<file path="src/eftp_map.vh">
/*
 * Register map, field positions, reset values and timing counts for the
 * earth fault teleprotection comparison block.
 * Assumes a 32-bit Avalon-MM slave port with word addressing by byte offset.
 */
`ifndef EFTP_MAP_VH
`define EFTP_MAP_VH

`define EFTP_OFS_CTRL        8'h00
`define EFTP_OFS_PROLONG     8'h04
`define EFTP_OFS_TRANS_BLK   8'h08
`define EFTP_OFS_STATUS      8'h0C
`define EFTP_OFS_IRQ_STAT    8'h10
`define EFTP_OFS_IRQ_CLR     8'h14
`define EFTP_OFS_IRQ_EN      8'h18
`define EFTP_OFS_SRC_OFF     8'h1C
`define EFTP_OFS_ID          8'h20

`define EFTP_CTRL_SW_ON      0
`define EFTP_CTRL_THREE_TERM 1
`define EFTP_CTRL_PHASE_SEG  2
`define EFTP_CTRL_SP_TRIP    3
`define EFTP_CTRL_FWD_STAGE  4
`define EFTP_CTRL_DIGITAL    5
`define EFTP_CTRL_RESET      32'h00000001

`define EFTP_IRQ_SEND        0
`define EFTP_IRQ_TRIP        1
`define EFTP_IRQ_ECHO        2
`define EFTP_IRQ_CHAN_FAIL   3
`define EFTP_IRQ_BITS        4

`define EFTP_SRC_PARAM       0
`define EFTP_SRC_SYS         1
`define EFTP_SRC_BIN         2

`define EFTP_PROLONG_RESET   32'h00000064
`define EFTP_TRANS_BLK_RESET 32'h00000064
`define EFTP_ID_VALUE        32'h0000E0F1
`define EFTP_LINK_TIMEOUT_NS 1000
`define EFTP_CLK_NS          10

`endif

</file>
<file path="src/eftp_comparison.v">
/*
 * Permissive directional comparison logic for earth fault teleprotection,
 * with on/off control from three sources, send prolongation, transient
 * blocking, echo detection and an Avalon-MM register slave.
 * Assumes all fault and channel inputs are synchronous to clk_sys and that
 * the non-volatile store of the on/off state lives outside, fed back through
 * the nv_* ports.
 */
// Chosen here: the Avalon-MM register port and the register offsets.
// What this block does
// - Forward fault keys permissive send
// - Trip needs forward fault plus receive
// - Send prolongation only after own trip
// - Only forward-configured stage may key
// - Per-phase send/receive on two-terminal lines
// - Three-terminal: send both, AND receives
// - Line setting selects two or three ends
// - No single phase found: send all three
// - Phase segregation only with single-pole trip
// - Switch on/off from three sources
// - Switch on only from switching-off source
// - Active only when no source holds off
// - On/off state kept non-volatile
// - Channel disturbance blocks the scheme
// - Transient blocking suppresses false trips
// - Echo on receive without own fault
// - Shared channel uses same transmission mode
`timescale 1ns/1ps
`include "eftp_map.vh"

module eftp_comparison #(
  parameter PROLONG_W = 16,
  parameter LINK_TIMEOUT_CYC = (`EFTP_LINK_TIMEOUT_NS + `EFTP_CLK_NS - 1) / `EFTP_CLK_NS
) (
  input  wire        clk_sys,
  input  wire        rst_b,
  input  wire [7:0]  avs_address,
  input  wire        avs_read,
  input  wire        avs_write,
  input  wire [31:0] avs_writedata,
  input  wire [3:0]  avs_byteenable,
  output reg  [31:0] avs_readdata,
  output reg         avs_waitrequest,
  input  wire        fault_fwd,
  input  wire        fault_rev,
  input  wire [2:0]  phase_sel,
  input  wire        own_trip,
  input  wire [2:0]  recv_end1,
  input  wire [2:0]  recv_end2,
  input  wire        chan_disturb,
  input  wire        link_alive,
  input  wire        sys_off_cmd,
  input  wire        sys_on_cmd,
  input  wire        bin_off_cmd,
  input  wire        bin_on_cmd,
  input  wire [2:0]  nv_src_off,
  input  wire        nv_valid,
  output reg  [2:0]  nv_src_off_out,
  output reg  [2:0]  send_end1,
  output reg  [2:0]  send_end2,
  output reg         teleprot_trip,
  output reg  [2:0]  teleprot_trip_ph,
  output reg         echo_active,
  output reg         teleprot_active,
  output reg         irq
);

  reg [31:0]          ctrl;
  reg [PROLONG_W-1:0] prolong_cyc;
  reg [PROLONG_W-1:0] trans_blk_cyc;
  reg [3:0]           irq_stat;
  reg [3:0]           irq_en;
  reg [2:0]           src_off;
  reg                 nv_loaded;
  reg [PROLONG_W-1:0] prolong_cnt;
  reg [PROLONG_W-1:0] trans_cnt;
  reg [15:0]          link_cnt;
  reg                 send_q;
  reg                 trip_q;
  reg                 rev_q;

  // Reset values cut to the timer width on purpose
  localparam [31:0] PROLONG_RST = `EFTP_PROLONG_RESET;
  localparam [31:0] TRANS_RST   = `EFTP_TRANS_BLK_RESET;

  wire bus_hit  = (avs_read | avs_write) & avs_waitrequest;
  wire wr_ctrl  = avs_write & bus_hit & (avs_address == `EFTP_OFS_CTRL);
  wire wr_clr   = avs_write & bus_hit & (avs_address == `EFTP_OFS_IRQ_CLR);
  wire ctrl_on  = ctrl[`EFTP_CTRL_SW_ON];
  wire three_t  = ctrl[`EFTP_CTRL_THREE_TERM];
  wire fwd_ok   = ctrl[`EFTP_CTRL_FWD_STAGE];

  wire seg_en = ctrl[`EFTP_CTRL_PHASE_SEG] & ctrl[`EFTP_CTRL_SP_TRIP] & ~three_t;

  // Any source off keeps block inactive
  wire active = (src_off == 3'b000);

  // Binary input or own link watchdog
  wire link_fail = ctrl[`EFTP_CTRL_DIGITAL] & (link_cnt >= LINK_TIMEOUT_CYC[15:0]);
  wire chan_bad  = ctrl[`EFTP_CTRL_DIGITAL] ? link_fail : chan_disturb;

  // Blocked for a while after reverse fault
  wire trans_blk = (trans_cnt != {PROLONG_W{1'b0}});

  wire fwd = fault_fwd & fwd_ok;

  wire [2:0] ph_key = (phase_sel == 3'b000) ? 3'b111 : phase_sel;

  // Prolongation runs only after own trip
  wire send_core = active & ~chan_bad & ~trans_blk & (fwd | (prolong_cnt != {PROLONG_W{1'b0}}));

  wire [2:0] next_send = send_core ? (seg_en ? ph_key : 3'b111) : 3'b000;

  // AND of both ends on teed lines
  wire [2:0] rx_comb = three_t ? (recv_end1 & recv_end2) : recv_end1;
  wire [2:0] rx_eff  = seg_en ? rx_comb : {3{|rx_comb}};

  // Own forward fault plus permissive receive
  wire [2:0] next_trip_ph = (active & ~chan_bad & ~trans_blk & fwd) ? (rx_eff & ph_key) : 3'b000;
  wire       next_trip    = |next_trip_ph;

  // Any end received, no own fault
  wire rx_any     = three_t ? (|recv_end1 | |recv_end2) : |recv_end1;
  wire next_echo  = active & ~chan_bad & rx_any & ~fault_fwd & ~fault_rev;

  wire [3:0] ev = {link_fail, next_echo & ~echo_active,
                   next_trip & ~trip_q, send_core & ~send_q};

  // On/off sources
  always @(posedge clk_sys or negedge rst_b) begin
    if (!rst_b) begin
      src_off   <= 3'b000;
      nv_loaded <= 1'b0;
      ctrl      <= `EFTP_CTRL_RESET;
    end else begin
      if (!nv_loaded && nv_valid) begin
        src_off   <= nv_src_off;
        nv_loaded <= 1'b1;
        ctrl[`EFTP_CTRL_SW_ON] <= ~nv_src_off[`EFTP_SRC_PARAM];
      end else begin
        if (wr_ctrl && avs_byteenable[0]) begin
          ctrl[7:0] <= avs_writedata[7:0];
          if (!avs_writedata[`EFTP_CTRL_SW_ON])
            src_off[`EFTP_SRC_PARAM] <= 1'b1;
          else if (src_off[`EFTP_SRC_PARAM])
            src_off[`EFTP_SRC_PARAM] <= 1'b0;
        end
        if (sys_off_cmd)
          src_off[`EFTP_SRC_SYS] <= 1'b1;
        else if (sys_on_cmd && src_off[`EFTP_SRC_SYS])
          src_off[`EFTP_SRC_SYS] <= 1'b0;
        if (bin_off_cmd)
          src_off[`EFTP_SRC_BIN] <= 1'b1;
        else if (bin_on_cmd && src_off[`EFTP_SRC_BIN])
          src_off[`EFTP_SRC_BIN] <= 1'b0;
      end
    end
  end

  // Timers and scheme outputs
  always @(posedge clk_sys or negedge rst_b) begin
    if (!rst_b) begin
      prolong_cnt      <= {PROLONG_W{1'b0}};
      trans_cnt        <= {PROLONG_W{1'b0}};
      link_cnt         <= 16'h0000;
      send_q           <= 1'b0;
      trip_q           <= 1'b0;
      rev_q            <= 1'b0;
      send_end1        <= 3'b000;
      send_end2        <= 3'b000;
      teleprot_trip    <= 1'b0;
      teleprot_trip_ph <= 3'b000;
      echo_active      <= 1'b0;
      teleprot_active  <= 1'b0;
      nv_src_off_out   <= 3'b000;
    end else begin
      // Reload on forward fault with own trip
      if (fwd && own_trip)
        prolong_cnt <= prolong_cyc;
      else if (!fwd && prolong_cnt != {PROLONG_W{1'b0}})
        prolong_cnt <= prolong_cnt - {{(PROLONG_W-1){1'b0}}, 1'b1};
      else if (!fwd)
        prolong_cnt <= {PROLONG_W{1'b0}};
      rev_q <= fault_rev;
      if (fault_rev)
        trans_cnt <= trans_blk_cyc;
      else if (trans_cnt != {PROLONG_W{1'b0}} && !(rev_q && fault_fwd))
        trans_cnt <= trans_cnt - {{(PROLONG_W-1){1'b0}}, 1'b1};
      if (link_alive)
        link_cnt <= 16'h0000;
      else if (link_cnt < LINK_TIMEOUT_CYC[15:0])
        link_cnt <= link_cnt + 16'h0001;
      send_q           <= send_core;
      trip_q           <= next_trip;
      // Same send to both remote ends on three-terminal lines, end 2 idle otherwise
      send_end1        <= next_send;
      send_end2        <= three_t ? next_send : 3'b000;
      teleprot_trip    <= next_trip;
      teleprot_trip_ph <= next_trip_ph;
      echo_active      <= next_echo;
      teleprot_active  <= active;
      nv_src_off_out   <= src_off;
    end
  end

  // Register slave, one wait cycle per access
  always @(posedge clk_sys or negedge rst_b) begin
    if (!rst_b) begin
      avs_waitrequest <= 1'b1;
      avs_readdata    <= 32'h00000000;
      prolong_cyc     <= PROLONG_RST[PROLONG_W-1:0];
      trans_blk_cyc   <= TRANS_RST[PROLONG_W-1:0];
      irq_en          <= 4'h0;
      irq_stat        <= 4'h0;
      irq             <= 1'b0;
    end else begin
      avs_waitrequest <= ~bus_hit;
      if (avs_write && bus_hit) begin
        case (avs_address)
          `EFTP_OFS_PROLONG:   prolong_cyc   <= avs_writedata[PROLONG_W-1:0];
          `EFTP_OFS_TRANS_BLK: trans_blk_cyc <= avs_writedata[PROLONG_W-1:0];
          `EFTP_OFS_IRQ_EN:    irq_en        <= avs_writedata[3:0];
          default:             irq_en        <= irq_en;
        endcase
      end
      // Set wins over a simultaneous clear
      irq_stat <= ev | (irq_stat & ~(wr_clr ? avs_writedata[3:0] : 4'h0));
      irq      <= |((ev | (irq_stat & ~(wr_clr ? avs_writedata[3:0] : 4'h0))) & irq_en);
      if (avs_read && bus_hit) begin
        case (avs_address)
          `EFTP_OFS_CTRL:      avs_readdata <= {26'h0, ctrl[5:1], ~src_off[`EFTP_SRC_PARAM]};
          `EFTP_OFS_PROLONG:   avs_readdata <= {{(32-PROLONG_W){1'b0}}, prolong_cyc};
          `EFTP_OFS_TRANS_BLK: avs_readdata <= {{(32-PROLONG_W){1'b0}}, trans_blk_cyc};
          `EFTP_OFS_STATUS:    avs_readdata <= {24'h0, chan_bad, trans_blk, active, echo_active,
                                                teleprot_trip, send_q, seg_en, three_t};
          `EFTP_OFS_IRQ_STAT:  avs_readdata <= {28'h0, irq_stat};
          `EFTP_OFS_IRQ_EN:    avs_readdata <= {28'h0, irq_en};
          `EFTP_OFS_SRC_OFF:   avs_readdata <= {29'h0, src_off};
          // Arbitrary identification value
          `EFTP_OFS_ID:        avs_readdata <= `EFTP_ID_VALUE;
          default:             avs_readdata <= 32'h00000000;
        endcase
      end
    end
  end

  // One channel per direction, mode shared by caller

endmodule // eftp_comparison

</file>
<file path="config.mk">
export PLATFORM = sky130hd
export DESIGN_NAME = eftp_comparison
export DESIGN_NICKNAME = d
export VERILOG_FILES = /design/src/eftp_comparison.v
export VERILOG_INCLUDE_DIRS = /design/src
export SDC_FILE = /design/constraint.sdc
export NUM_CORES = 1
export LEC_CHECK = 0
export ABC_AREA = 1
export ABC_CLOCK_PERIOD_IN_PS = 1900
export BUFFER_PORTS_ARGS = -buffer_cell sky130_fd_sc_hd__buf_2
export CAP_MARGIN = 20
export CORE_ASPECT_RATIO = 0.8
export CORE_UTILIZATION = 56
export CTS_CLUSTER_SIZE = 25
export DETAILED_ROUTE_END_ITERATION = 16
export GPL_ROUTABILITY_DRIVEN = 0
export GPL_TIMING_DRIVEN = 0
export PLACE_DENSITY_LB_ADDON = 0.12
export SYNTH_ARGS = -nofsm -noshare
export SYNTH_HDL_FRONTEND = slang
export SYNTH_SLANG_ARGS = --single-unit
</file>
<file path="constraint.sdc">
create_clock -name clk_sys -period 1.9 [get_ports clk_sys]
set_clock_uncertainty 0.1 [all_clocks]
set_input_delay 0.285 -clock clk_sys [delete_from_list [all_inputs] [get_ports clk_sys]]
set_output_delay 0.285 -clock clk_sys [all_outputs]
set_load 0.02 [all_outputs]
</file>
### After elaboration in Yosys (flattened, before gate mapping)

Cells that the tools add are included.

| word-level totals | value |
|---|---|
| flip-flop bits (word level) | 148 |
| latch bits | 0 |
| memory bits (writable) | 0 |
| bits in read-only memories | 0 |
| input port bits | 70 |
| output and inout bits | 49 |
| word-level logic and storage cells | 133 |
| memories | 0 |

| cells by class | value |
|---|---|
| $add $sub $neg | 3 |
| multipliers | 0 |
| div/mod/pow operators | 0 |
| magnitude comparators | 2 |
| equal/unequal tests | 9 |
| shift-type cells | 0 |
| mux-type cells | 25 |
| bitwise logic cells | 38 |
| reductions and logical operators | 32 |

Operators by type and width:

| operator | count |
|---|---|
| $pmux W16 S8 | 1 |
| $mux W16 | 7 |
| $eq A8 B5 Y1 const B | 4 |
| $reduce_bool A16 Y1 | 2 |
| $sub A16 B1 Y16 const B | 2 |
| $mux W3 | 8 |
| $and A1 B1 Y1 | 18 |
| $add A16 B1 Y16 const B | 1 |
| $eq A8 B4 Y1 const B | 2 |
| $ge A16 B7 Y1 const B | 1 |
| $lt A16 B7 Y1 const B | 1 |
| $reduce_or A3 Y1 | 4 |
| $not A1 Y1 | 11 |
| $logic_and A1 B1 Y1 | 10 |
| $and A4 B4 Y4 | 2 |
| $eq A8 B3 Y1 const B | 1 |
| $eq A8 B6 Y1 const B | 1 |
| $logic_not A8 Y1 | 1 |
| $mux W1 | 8 |
| $reduce_and A2 Y1 | 4 |
| $and A3 B3 Y3 | 2 |
| $logic_not A3 Y1 | 2 |
| $reduce_bool A2 Y1 | 3 |
| $reduce_bool A3 Y1 | 2 |
| other kinds (7) | 11 |

### Longest topological paths before layout

Gate-level depths: netlist of the first run.

| depth | value |
|---|---|
| depth after elaboration | 13 |
| gate-level depth with buffers | 12 |
| depth with buffers taken out | 12 |

### Worst setup path before layout of the first run

No wires, ideal clock.

| timing path | value |
|---|---|
| path kind | register to register |
| from | register trans_cnt[0] |
| to | register trip_q |
| arrival | 1.517 ns |
| setup slack | 0.201 ns |
| cell stages (with the launch flop) | 11 |
| period minus slack after synthesis | 1.699 ns |
| cells stage by stage | dfrtp_1 -> inv_1 -> ha_1 -> inv_1 -> nor3_2 -> nand2_1 -> inv_2 -> nand4_4 -> nor3b_2 -> nand2_1 -> a31oi_1 |

| between the ends | value |
|---|---|
| cells in the longest elaborated chain, start to end | 6 |

RTL lines:

| element | line | RTL |
|---|---|---|
| start, declared | eftp_comparison.v:76 | `reg [PROLONG_W-1:0] trans_cnt;` |
| start signal, assigned | eftp_comparison.v:164 | `trans_cnt <= {PROLONG_W{1'b0}};` |
| start signal, assigned | eftp_comparison.v:186 | `trans_cnt <= trans_blk_cyc;` |
| start signal, assigned | eftp_comparison.v:188 | `trans_cnt <= trans_cnt - {{(PROLONG_W-1){1'b0}}, 1'b1};` |
| $reduce_bool A16 Y1 | eftp_comparison.v:103 | `wire trans_blk = (trans_cnt != {PROLONG_W{1'b0}});` |
| $not A1 Y1 | eftp_comparison.v:119 | `wire [2:0] next_trip_ph = (active & ~chan_bad & ~trans_blk & fwd) ? (rx_eff & ph_key) : 3'b000;` |
| $and A1 B1 Y1 (2 in series) | eftp_comparison.v:119 |  |
| $mux W3 | eftp_comparison.v:119 |  |
| $reduce_or A3 Y1 | eftp_comparison.v:120 | `wire next_trip = \|next_trip_ph;` |
| via next_trip | eftp_comparison.v:120 |  |
| end signal, assigned | eftp_comparison.v:194 | `trip_q <= next_trip;` |
| end, declared | eftp_comparison.v:79 | `reg trip_q;` |

The timed path passes the listed nets, and every way through them passes these cells.
A chain may end at the register's enable or synchronous reset.

### Worst setup path in the final report of the first run

| timing path | value |
|---|---|
| from | register trans_cnt[0] |
| to | register trans_cnt[3] |

| between the ends | value |
|---|---|
| cells in the longest elaborated chain, start to end | 3 |

RTL lines:

| element | line | RTL |
|---|---|---|
| $sub A16 B1 Y16 or $reduce_bool A16 Y1 (tied branches) | eftp_comparison.v:188, eftp_comparison.v:187 |  |
| $mux W16 or $logic_and A1 B1 Y1 (tied branches) | eftp_comparison.v:187 | `else if (trans_cnt != {PROLONG_W{1'b0}} && !(rev_q && fault_fwd))` |
| $mux W16 or $reduce_bool A2 Y1 (tied branches) | -- |  |

Parallel ways exist; a longest one is shown, timed or not. The select of a mux whose other input is x is not followed.

==> summary.md, run 1 <==
| Metric | Value |
|---|---|
| DRT iter0 DRCs | 589 |
| Commonest cells in the netlist | nand2_1, dfrtp_1, inv_1, nor2_1, o21ai_0 |
| Synth area leaders | dfrtp_1, nand2_1, inv_1 |
| CTS tree | yes |
| Total die area | 12200 um^2 |
| Post-DP HPWL | 12.8 mm |
| Worst hold path class | in2reg |
| Leak | 4.16 nW |
| Initial Util | 57.5% |
| Power Density | 914 nW/um^2 |
| IO buf count | 83 |
| Die W | 123 um |
| Achievable frequency | 0.493 GHz |
| DRC | 0 |
| Vias in the first global route | 5814 |
| Layout cells sized above 1 | 25.2% |
| Synth top area share | 47.4% |
| Yosys cell types | 48 |
| Worst vdd ir | 0.700 mV |
| WL/cell | 17.1 um |
| Setup crit end kind | flip-flop |
| Cell mode on critical path | inv_2 |
| Post-Syn Area | 6590 um^2 |
| DIE HEIGHT | 99.0 um |
| Area delta synth->final | 27.3% |
| Routed Antenna Nets | 0 |
| Gr usage total | 31.2% |
| TritonRoute pass-1 iters | 6 |
| Failing checks | negative setup slack |
| Peak fanout along the critical path | 4 |
| Endpoints failing setup | 18 |
| Final WS setup | -129 ps |
| Async S/R FF share, synth | 100% |
| Number of I/O pins | 119 |
| Diode count | 0 |
| # H-tree levels | 4 |
| Setup TNS | -731 ps |
| Tmin final | 2030 ps |
| Clk buf depth | 2 |
| Clock-pin slew on the worst setup and hold paths | 60 ps |
| Core area | 11500 um^2 |
| Synthesized flop and latch total | 132 |
| Vias | 6139 |
| Final #Nets | 1004 |
| Post-Synthesis Cells | 789 |
| CP max stage cell | dfrtp_1 |
| Largest area contributor in the netlist | dfrtp_1 |
| Final period utilization | 107% |
| Status | finished with violations |
| Yosys warnings | 0 |
| Setup slack, reg-to-reg | -130 ps |
| Row cnt | 35 |
| Cts bufs inserted | 17 |
| Final WL | 18.6 mm |
| Hold Vio Cnt, Final | 0 |
| Initial antenna violation count | 0 |
| Slowest stage delay, CP | 400 ps |
| Worst EP arrival | 2210 ps |
| Max_cap viols | 0 |
| Clock Tree Root | clkbuf_16 |
| CP Class | reg2reg |
| Final Max Tran Viols | 0 |
| Worst-Skew Late Latency | 420 ps |
| Mean post-synth cell area | 8.36 um^2 |
| Count leader, synth | nand2_1 |
| Vias per inst | 5.64 |
| Util after Layout | 73.2% |
| Startpoint type of the worst setup path | flip-flop |
| Share of the yosys chip area belonging to registers | 50.2% |
| Post-synth EDFFs | 0 |
| First-pass GRT wire length | 28.7 mm |
| Worst Max-Slew Pin Slew | 651 ps |
| Slew headroom | 56.6% |
| CP required | 2080 ps |
| Post-synth top flop | dfrtp_1 |
| Critical-path cell list | inv_2, ha_4, inv_4, nor3_4, nand2_2, nor2_4, inv_2, nand2_4, buf_6, nor2_2, xor2_1, a21oi_1 |
| RSZ-0062 raised after global routing | true |
| GRT overflow | 0 |
| Largest net degree at the start of global routing | 98 |
| Clock sink total | 132 |
[placed cells by master, fill, tap and decap left out, drive strengths merged, types with 5 or more instances in the layout]
cell	count
clkbuf	32
dfstp	7
nor2	84
a22oi	10
ha	5
a21oi	18
inv	115
a221oi	5
conb	16
bufinv	5
dfrtp	125
nor3	21
nand2	179
buf	122
xor2	19
o221ai	10
nand4	11
dlygate4sd3	7
o21ai	84
o22ai	8
nand3	26
[flip-flops by register name, summed over array words and instances (netlist names), 4 cells and up]
name / flops
prolong_cnt: 16
ctrl: 5
prolong_cyc: 16
irq_stat: 4
link_cnt: 16
trans_blk_cyc: 16
avs_readdata: 16
irq_en: 4
trans_cnt: 16
[area by class of cell]
cell class	instances	area (um^2)
inverter	116	449
fill	865	3080
sequential	132	3310
multi-input combinational	523	2960
clock inverter	9	176
buffer	32	190
timing repair buffer	107	659
tap	148	185
clock buffer	22	464
[where the power goes]
group	leakage (nW)	internal, mW	switching, mW
clock network	0.310	2.39	1.22
logic	2.13	0.340	0.556
registers	1.73	2.98	0.191
[metrics by stage]
| stage | hold slack [ps] | std cells | setup slack [ps] | power [mW] | instance area, um^2 |
|---|---|---|---|---|---|
| after global routing | 7.97 | 1089 | -220 | 7.92 | 8400 |
| after floorplan | -111 | 804 | 201 | 3.66 | 6650 |
| final | 4.06 | 1089 | -129 | 7.67 | 8400 |
| after detailed placement | 110 | 1036 | -200 | 3.95 | 7280 |
| after CTS | 1.88 | 1079 | -60.3 | 7.56 | 8130 |
| after global placement | 310 | 1035 | -1270 | 3.90 | 7250 |
[per-layer routing]
layer	vias to the layer above	GRT usage, %	routed length (um)
met2	336	48.0	8450
met5	-	0	0
met4	0	9.27	562
met3	51	7.87	1640
met1	2940	43.6	7920
li1	2812	-	-
[critical path: cells and delay by family (launching register included)]
family	cells	cell delay, ps
buf+inv	4	330
xor+xnor	1	210
simple gates	5	610
flops	1	400
compound gates	1	100
fa+ha+maj	1	150
[worst paths after layout]
path,startpoint,cells after the start,to
worst max register to register,trans_cnt[0],12,trans_cnt[3]
min in group asynchronous,rst_b,2,avs_readdata[7]
worst min-delay path,nv_src_off[1],3,src_off[1]
worst min register to register,src_off[1],0,nv_src_off_out[1]
worst max-delay path,trans_cnt[0],12,trans_cnt[3]
max in group asynchronous,rst_b,3,trans_blk_cyc[5]
[kinds of logic after synthesis]
family / Yosys count / share of synthesized area, %
compound gates: 152 / 13.8
xor+xnor: 21 / 2.79
fa+ha+maj: 5 / 0.949
buf+inv: 149 / 9.53
flops: 132 / 50.2
other cells: 1 / 0.0569
simple gates: 329 / 22.6
[repair_timing]
| item | CTS | global route |
|---|---|---|
| pin swaps | 4 | 12 |
| endpoints found under the setup margin | 38 | 46 |
| gates resized for setup | 19 | 48 |
| hold buffers | 7 | 0 |
| endpoints found under the hold margin | 41 | 0 |
| buffers inserted | 6 | 10 |
Power figures use the tool's default switching activity.
==> inputs of run 2 (changes only) <==
CTS_BUF_LIST = sky130_fd_sc_hd__clkbuf_4 sky130_fd_sc_hd__clkbuf_8 sky130_fd_sc_hd__clkbuf_16   (was default)
==> run 2 against run 1 <==
Effect of this change: the run still ends with negative setup slack left; sequential power hardly changed; count of clock-buffer cells in the layout stayed put; flip-flop and latch count stayed put; clock power is 1% higher; critical path type unchanged.
==> summary.md, run 2 (synthesis results as in run 1) <==
| Metric | Value |
|---|---|
| Leak | 4.17 nW (+0.12%) |
| Worst Max-Slew Pin Slew | 642 ps (-9.61 ps) |
| Hold Vio Cnt, Final | 0 (unchanged) |
| Clock sink total | 132 (unchanged) |
| Placed instance count | 1036 (unchanged) |
| Register Area | 3310 um^2 (unchanged) |
| Clk buf depth | 2 (unchanged) |
| # fillers | 862 (-0.35%) |
| CP max stage cell | dfrtp_1 |
| Util after Layout | 73.2% (+0.076 points) |
| Vias | 6117 (-0.36%) |
| Gr usage total | 31.3% (+0.092 points) |
| Hold EP | src_off[1] |
| Setup crit start | trans_cnt[0] |
| Crit Reg-Reg Endpoint | irq |
| Final Max Tran Viols | 0 (unchanged) |
| Critical-path cell list | inv_2, ha_4, inv_4, nor3_4, nand2_2, nor2_4, nand4_1, nor2_2, o31ai_2, o21bai_2, nand2_1, nand2_1 |
| Status | finished with violations |
| Routed Antenna Nets | 0 (unchanged) |
| Post-DP HPWL | 12.8 mm (unchanged) |
| Largest delay share family, worst path | simple AND/OR/NAND/NOR gates |
| TritonRoute pass-1 iters | 5 (-1) |
| Final WL | 18.8 mm (+0.93%) |
| RSZ-0062 raised after global routing | true |
| Worst hold path class | in2reg |
| Power Density | 919 nW/um^2 (+0.52%) |
| Total die area | 12200 um^2 (unchanged) |
| Clock-pin slew on the worst setup and hold paths | 60 ps (about the same) |
| Peak fanout along the critical path | 3 (-1) |
| Setup crit end kind | flip-flop |
| Slew headroom | 57.2% (+0.64 points) |
| Final WS setup | -124 ps (+4.39 ps) |
| Setup slack, reg-to-reg | -120 ps (about the same) |
| R2r startpoint | trans_cnt[0] |
| Initial antenna violation count | 0 (unchanged) |
| Max_cap viols | 0 (unchanged) |
| Layout cells sized above 1 | 25.5% (+0.32 points) |
| Vias per inst | 5.62 (-0.36%) |
| Initial Util | 57.5% (unchanged) |
| CP Class | reg2reg |
| Multi-input combinational cell area | 2960 um^2 (unchanged) |
| Final period utilization | 107% (-0.23 points) |
| DIE HEIGHT | 99.0 um (unchanged) |
| Commonest non-fill, non-tap cell in the layout | nand2_1 |
| Hold Startpoint | nv_src_off[1] |
| CP required | 2160 ps (+80 ps) |
| Reg2reg path depth | 12 (unchanged) |
| CTS tree | yes |
| Vias in the first global route | 5817 (+0.052%) |
| DRC | 0 (unchanged) |
| Area delta synth->final | 27.5% |
| Worst EP arrival | 2280 ps (+70 ps) |
| Row cnt | 35 (unchanged) |
| Most frequent cells in the layout | nand2_1, dfrtp_1, inv_1 |
| Largest net degree at the start of global routing | 98 (unchanged) |
| Diode count | 0 (unchanged) |
| Core area | 11500 um^2 (unchanged) |
| GRT overflow | 0 (unchanged) |
| # H-tree levels | 4 (unchanged) |
| Clock Tree Root | clkbuf_16 |
| Number of I/O pins | 119 (unchanged) |
| Final #Nets | 1004 (unchanged) |
| Tmin final | 2020 ps (-4.39 ps) |
| Worst vdd ir | 0.711 mV (+1.6%) |
| Endpoints failing setup | 17 (-1) |
| Slowest stage delay, CP | 400 ps (about the same) |
| Failing checks | negative setup slack |
| Cts bufs inserted | 17 (unchanged) |
| Achievable frequency | 0.494 GHz (+0.22%) |
| IO buf count | 83 (unchanged) |
| DRT iter0 DRCs | 644 (+9.3%) |
| WHS Path Cells | 3 (unchanged) |
| Cell mode on critical path | nand2_1 |
| WL/cell | 17.2 um (+0.93%) |
| Die W | 123 um (unchanged) |
| Worst Path Buf+Inv | 2 (-2) |
| Startpoint type of the worst setup path | flip-flop |
| Worst-Skew Late Latency | 420 ps (about the same) |
| Fin cells | 1089 (unchanged) |
| First-pass GRT wire length | 28.8 mm (+0.22%) |
run 2: final cells by class:
cell class | instances | area share [%]
sequential | 132 | 39.4
multi-input combinational | 523 | 35.2
timing repair buffer | 106 | 7.76
clock buffer | 22 | 5.66
inverter | 116 | 5.34
buffer | 32 | 2.26
tap | 148 | 2.20
clock inverter | 9 | 2.10
timing repair inverter | 1 | 0.0596
run 2: power breakdown:
group | total (mW) | switching (mW) | internal [mW]
Combinational | 0.897 | 0.557 | 0.341
Clock | 3.65 | 1.22 | 2.43
Sequential | 3.17 | 0.190 | 2.98
run 2: what timing repair did:
item / 4_1_cts / 5_1_grt
pin swaps: 4 / 12
hold buffers: 7 / 0
buffers inserted: 6 / 9
gates resized for setup: 19 / 48
endpoints found under the setup margin: 38 / 45
hold endpoints to repair: 41 / 0
gates cloned: 0 / 1
run 2: metrics by stage:
stage	setup slack (ps)	cell area [um^2]	setup TNS (ps)	hold slack (ps)	power, mW
2_1_floorplan	201	6650	0	-111	3.66
3_3_place_gp	-1270	7250	-164010	310	3.90
3_5_place_dp	-200	7280	-7220	110	3.95
4_1_cts	-60.3	8150	-66.0	1.21	7.61
5_1_grt	-221	8400	-3190	7.80	7.97
6_report	-124	8400	-701	0.709	7.72
run 2: how the worst max path moves through the flow:
stage / endpoint / slack, ps / depth (start not counted)
global route: irq / -220 / 12
detailed placement: trans_cnt[0] / -200 / 12
CTS: irq / -60 / 12
finish: irq / -120 / 12
floorplan: trip_q / 200 / 10
global placement: teleprot_trip_ph[0] / -1270 / 1
run 2: worst register-to-register path, stage by stage (launching register included):
cell and delay, ps:
dfrtp_1 400, inv_2 100, ha_4 150, inv_4 40, nor3_4 150, nand2_2 130
nor2_4 180, nand4_1 160, nor2_2 170, o31ai_2 100, o21bai_2 140, nand2_1 70
nand2_1 70
run 2: per-layer routing:
metal	vias up	GRT usage, %	part of all wire (%)
met1	2921	43.7	43
met5	-	0	0
met2	332	48.4	46
met3	50	6.83	8.6
li1	2814	-	-
met4	0	10.7	2.8
==> inputs of run 3 (changes only) <==
ABC_CLOCK_PERIOD_IN_PS = 2320   (was 1900)
CELL_PAD_IN_SITES_DETAIL_PLACEMENT = 1   (was default)
CELL_PAD_IN_SITES_GLOBAL_PLACEMENT = 1   (was default)
CORE_UTILIZATION = 42   (was 56)
clock period = 2.32 ns   (was 1.9 ns; I/O delays follow)
==> run 3 against run 2 <==
Effect of this change: the run now ends clean; first-iteration DRC count down 50%; cell count up 3.9%; worst hold slack better by 32 ps; worst setup slack better by 230 ps; sequential share of layout area up 1.7 points; count of clock-buffer cells in the layout up 3; routed wire length up 6.0%; combinational power down 29%; non-clock buffer count down 19; total power down 20%; utilization down 20 points; largest power group unchanged.
==> summary.md, run 3 (synthesis results as in run 1) <==
| Metric | Value |
|---|---|
| DIE HEIGHT | 114 um (+15%) |
| Worst EP arrival | 2440 ps (+160 ps) |
| Core area | 15200 um^2 (+32%) |
| Vias | 5894 (-3.6%) |
| Commonest non-fill, non-tap cell in the layout | nand2_1 |
| Vias per inst | 5.21 (-7.3%) |
| Util after Layout | 53.1% (-20 points) |
| Most frequent cells in the layout | nand2_1, dfrtp_1, inv_1 |
| Total power | 6.20 mW (-20%) |
| Worst-Skew Late Latency | 430 ps (about the same) |
| Setup TNS | 0 ps (+701 ps) |
| Placed instance count | 1098 (+6.0%) |
| # H-tree levels | 4 (unchanged) |
| Final WL | 19.9 mm (+6.0%) |
| GRT overflow | 0 (unchanged) |
| DRC | 0 (unchanged) |
| Startpoint type of the worst setup path | flip-flop |
| Achievable frequency | 0.453 GHz (-8.4%) |
| Clock-pin slew on the worst setup and hold paths | 60 ps (about the same) |
| Cts bufs inserted | 17 (unchanged) |
| IO buf count | 83 (unchanged) |
| Largest net degree at the start of global routing | 98 (unchanged) |
| Fin cells | 1132 (+3.9%) |
| Peak fanout along the critical path | 7 (+4) |
| Area delta synth->final | 22.1% |
| Clock sink total | 132 (unchanged) |
| # fillers | 1844 (+110%) |
| Clk buf depth | 2 (unchanged) |
| Worst vdd ir | 0.600 mV (-16%) |
| Final Max Tran Viols | 0 (unchanged) |
| RSZ-0062 raised after global routing | false |
| Status | complete, no violations |
| TritonRoute pass-1 iters | 5 (unchanged) |
| Clock Tree Root | clkbuf_16 |
| DRT iter0 DRCs | 323 (-50%) |
| Initial Util | 43.5% (-14 points) |
| CTS tree | yes |
| Diode count | 0 (unchanged) |
| WL/cell | 17.6 um (+1.9%) |
| Hold Slack | 32.5 ps (+31.8 ps) |
| Worst hold path class | in2reg |
| Worst Max-Slew Pin Slew | 533 ps (-108 ps) |
| Layout cells sized above 1 | 20.3% (-5.2 points) |
| Number of I/O pins | 119 (unchanged) |
| Power Density | 770 nW/um^2 (-16%) |
| Slew headroom | 64.3% (+7.1 points) |
| Vias in the first global route | 6090 (+4.7%) |
| Post-DP HPWL | 15.1 mm (+18%) |
| Post-CTS Setup Bufs | 0 (-6) |
| Gr usage total | 26.4% (-4.9 points) |
| Row cnt | 40 (+14%) |
| Setup crit end kind | flip-flop |
| Endpoints failing setup | 0 (-17) |
| Die W | 142 um (+15%) |
| Hold Vio Cnt, Final | 0 (unchanged) |
| Max_cap viols | 0 (unchanged) |
| Final period utilization | 95.2% (-11 points) |
| Tmin final | 2210 ps (+185 ps) |
| CP Class | reg2reg |
| CP required | 2550 ps (+390 ps) |
| Final #Nets | 984 (-2.0%) |
| Routed Antenna Nets | 0 (unchanged) |
| Total die area | 16200 um^2 (+33%) |
| Initial antenna violation count | 0 (unchanged) |
| First-pass GRT wire length | 32.2 mm (+12%) |
| Leak | 4.03 nW (-3.3%) |
## run 3: cell types whose count changed in the layout (fill, tap and decap cells not counted), sizes merged
| cell | delta |
|---|---|
| buf | -16 |
| clkinv | -3 |
| bufinv | -1 |
| inv | +1 |
| clkbuf | +5 |
| dlygate4sd3 | -5 |
## run 3: final cells by class
type                       instances  area, um^2  area share, %
clock buffer                      25         517           6.42
sequential                       132        3310           41.2
clock inverter                     7         143           1.77
inverter                         116         435           5.41
timing repair buffer              86         469           5.83
buffer                            33         194           2.41
tap                              210         263           3.26
multi-input combinational        523        2720           33.7
## run 3: power by group
part / switching, mW / total, mW / internal (mW) / leakage [nW]
Combinational: 0.407 / 0.638 / 0.231 / 1.99
Sequential: 0.144 / 2.59 / 2.44 / 1.73
Clock: 0.998 / 2.98 / 1.98 / 0.316
## run 3: per-stage QoR
step | area [um^2] | setup slack [ps]
2_1_floorplan | 6650 | 621
3_3_place_gp | 7330 | -999
3_5_place_dp | 7360 | 133
4_1_cts | 8040 | 73.2
5_1_grt | 8050 | 3.33
6_report | 8050 | 111
## run 3: path summary, 6_finish.rpt
| check | start | to | slack [ps] | cells after the start |
|---|---|---|---|---|
| worst min register to register | src_off[1] | nv_src_off_out[1] | 360 | 0 |
| worst min-delay path | nv_valid | nv_loaded | 30 | 2 |
| max in group asynchronous | rst_b | trans_blk_cyc[2] | 1000 | 3 |
| worst max register to register | trans_cnt[0] | send_end2[1] | 110 | 10 |
| min in group asynchronous | rst_b | link_cnt[2] | 300 | 2 |
| worst max-delay path | trans_cnt[0] | send_end2[1] | 110 | 10 |
## run 3: metal layers
metal  part of all wire [%]  track usage [%]  up-vias
met4                    2.2             9.03        0
li1                       -                -     2784
met3                    5.3             4.85       33
met2                     47             43.3      157
met1                     45             35.2     2920
met5                      0                0        -
## run 3: critical path, cell delays in order (launching register included)
cell	delay [ps]
dfrtp_1	390
inv_1	110
ha_1	150
inv_1	50
nor3_2	170
nand2_1	170
inv_2	140
nand4_4	120
nor3b_4	350
o21ai_2	190
nor3_1	180
## run 3: what timing repair did
action | 4_1_cts | 5_1_grt
gates resized for setup | 0 | 2
endpoints found under the setup margin | 0 | 11
endpoints found under the hold margin | 35 | 0
hold buffers | 2 | 0
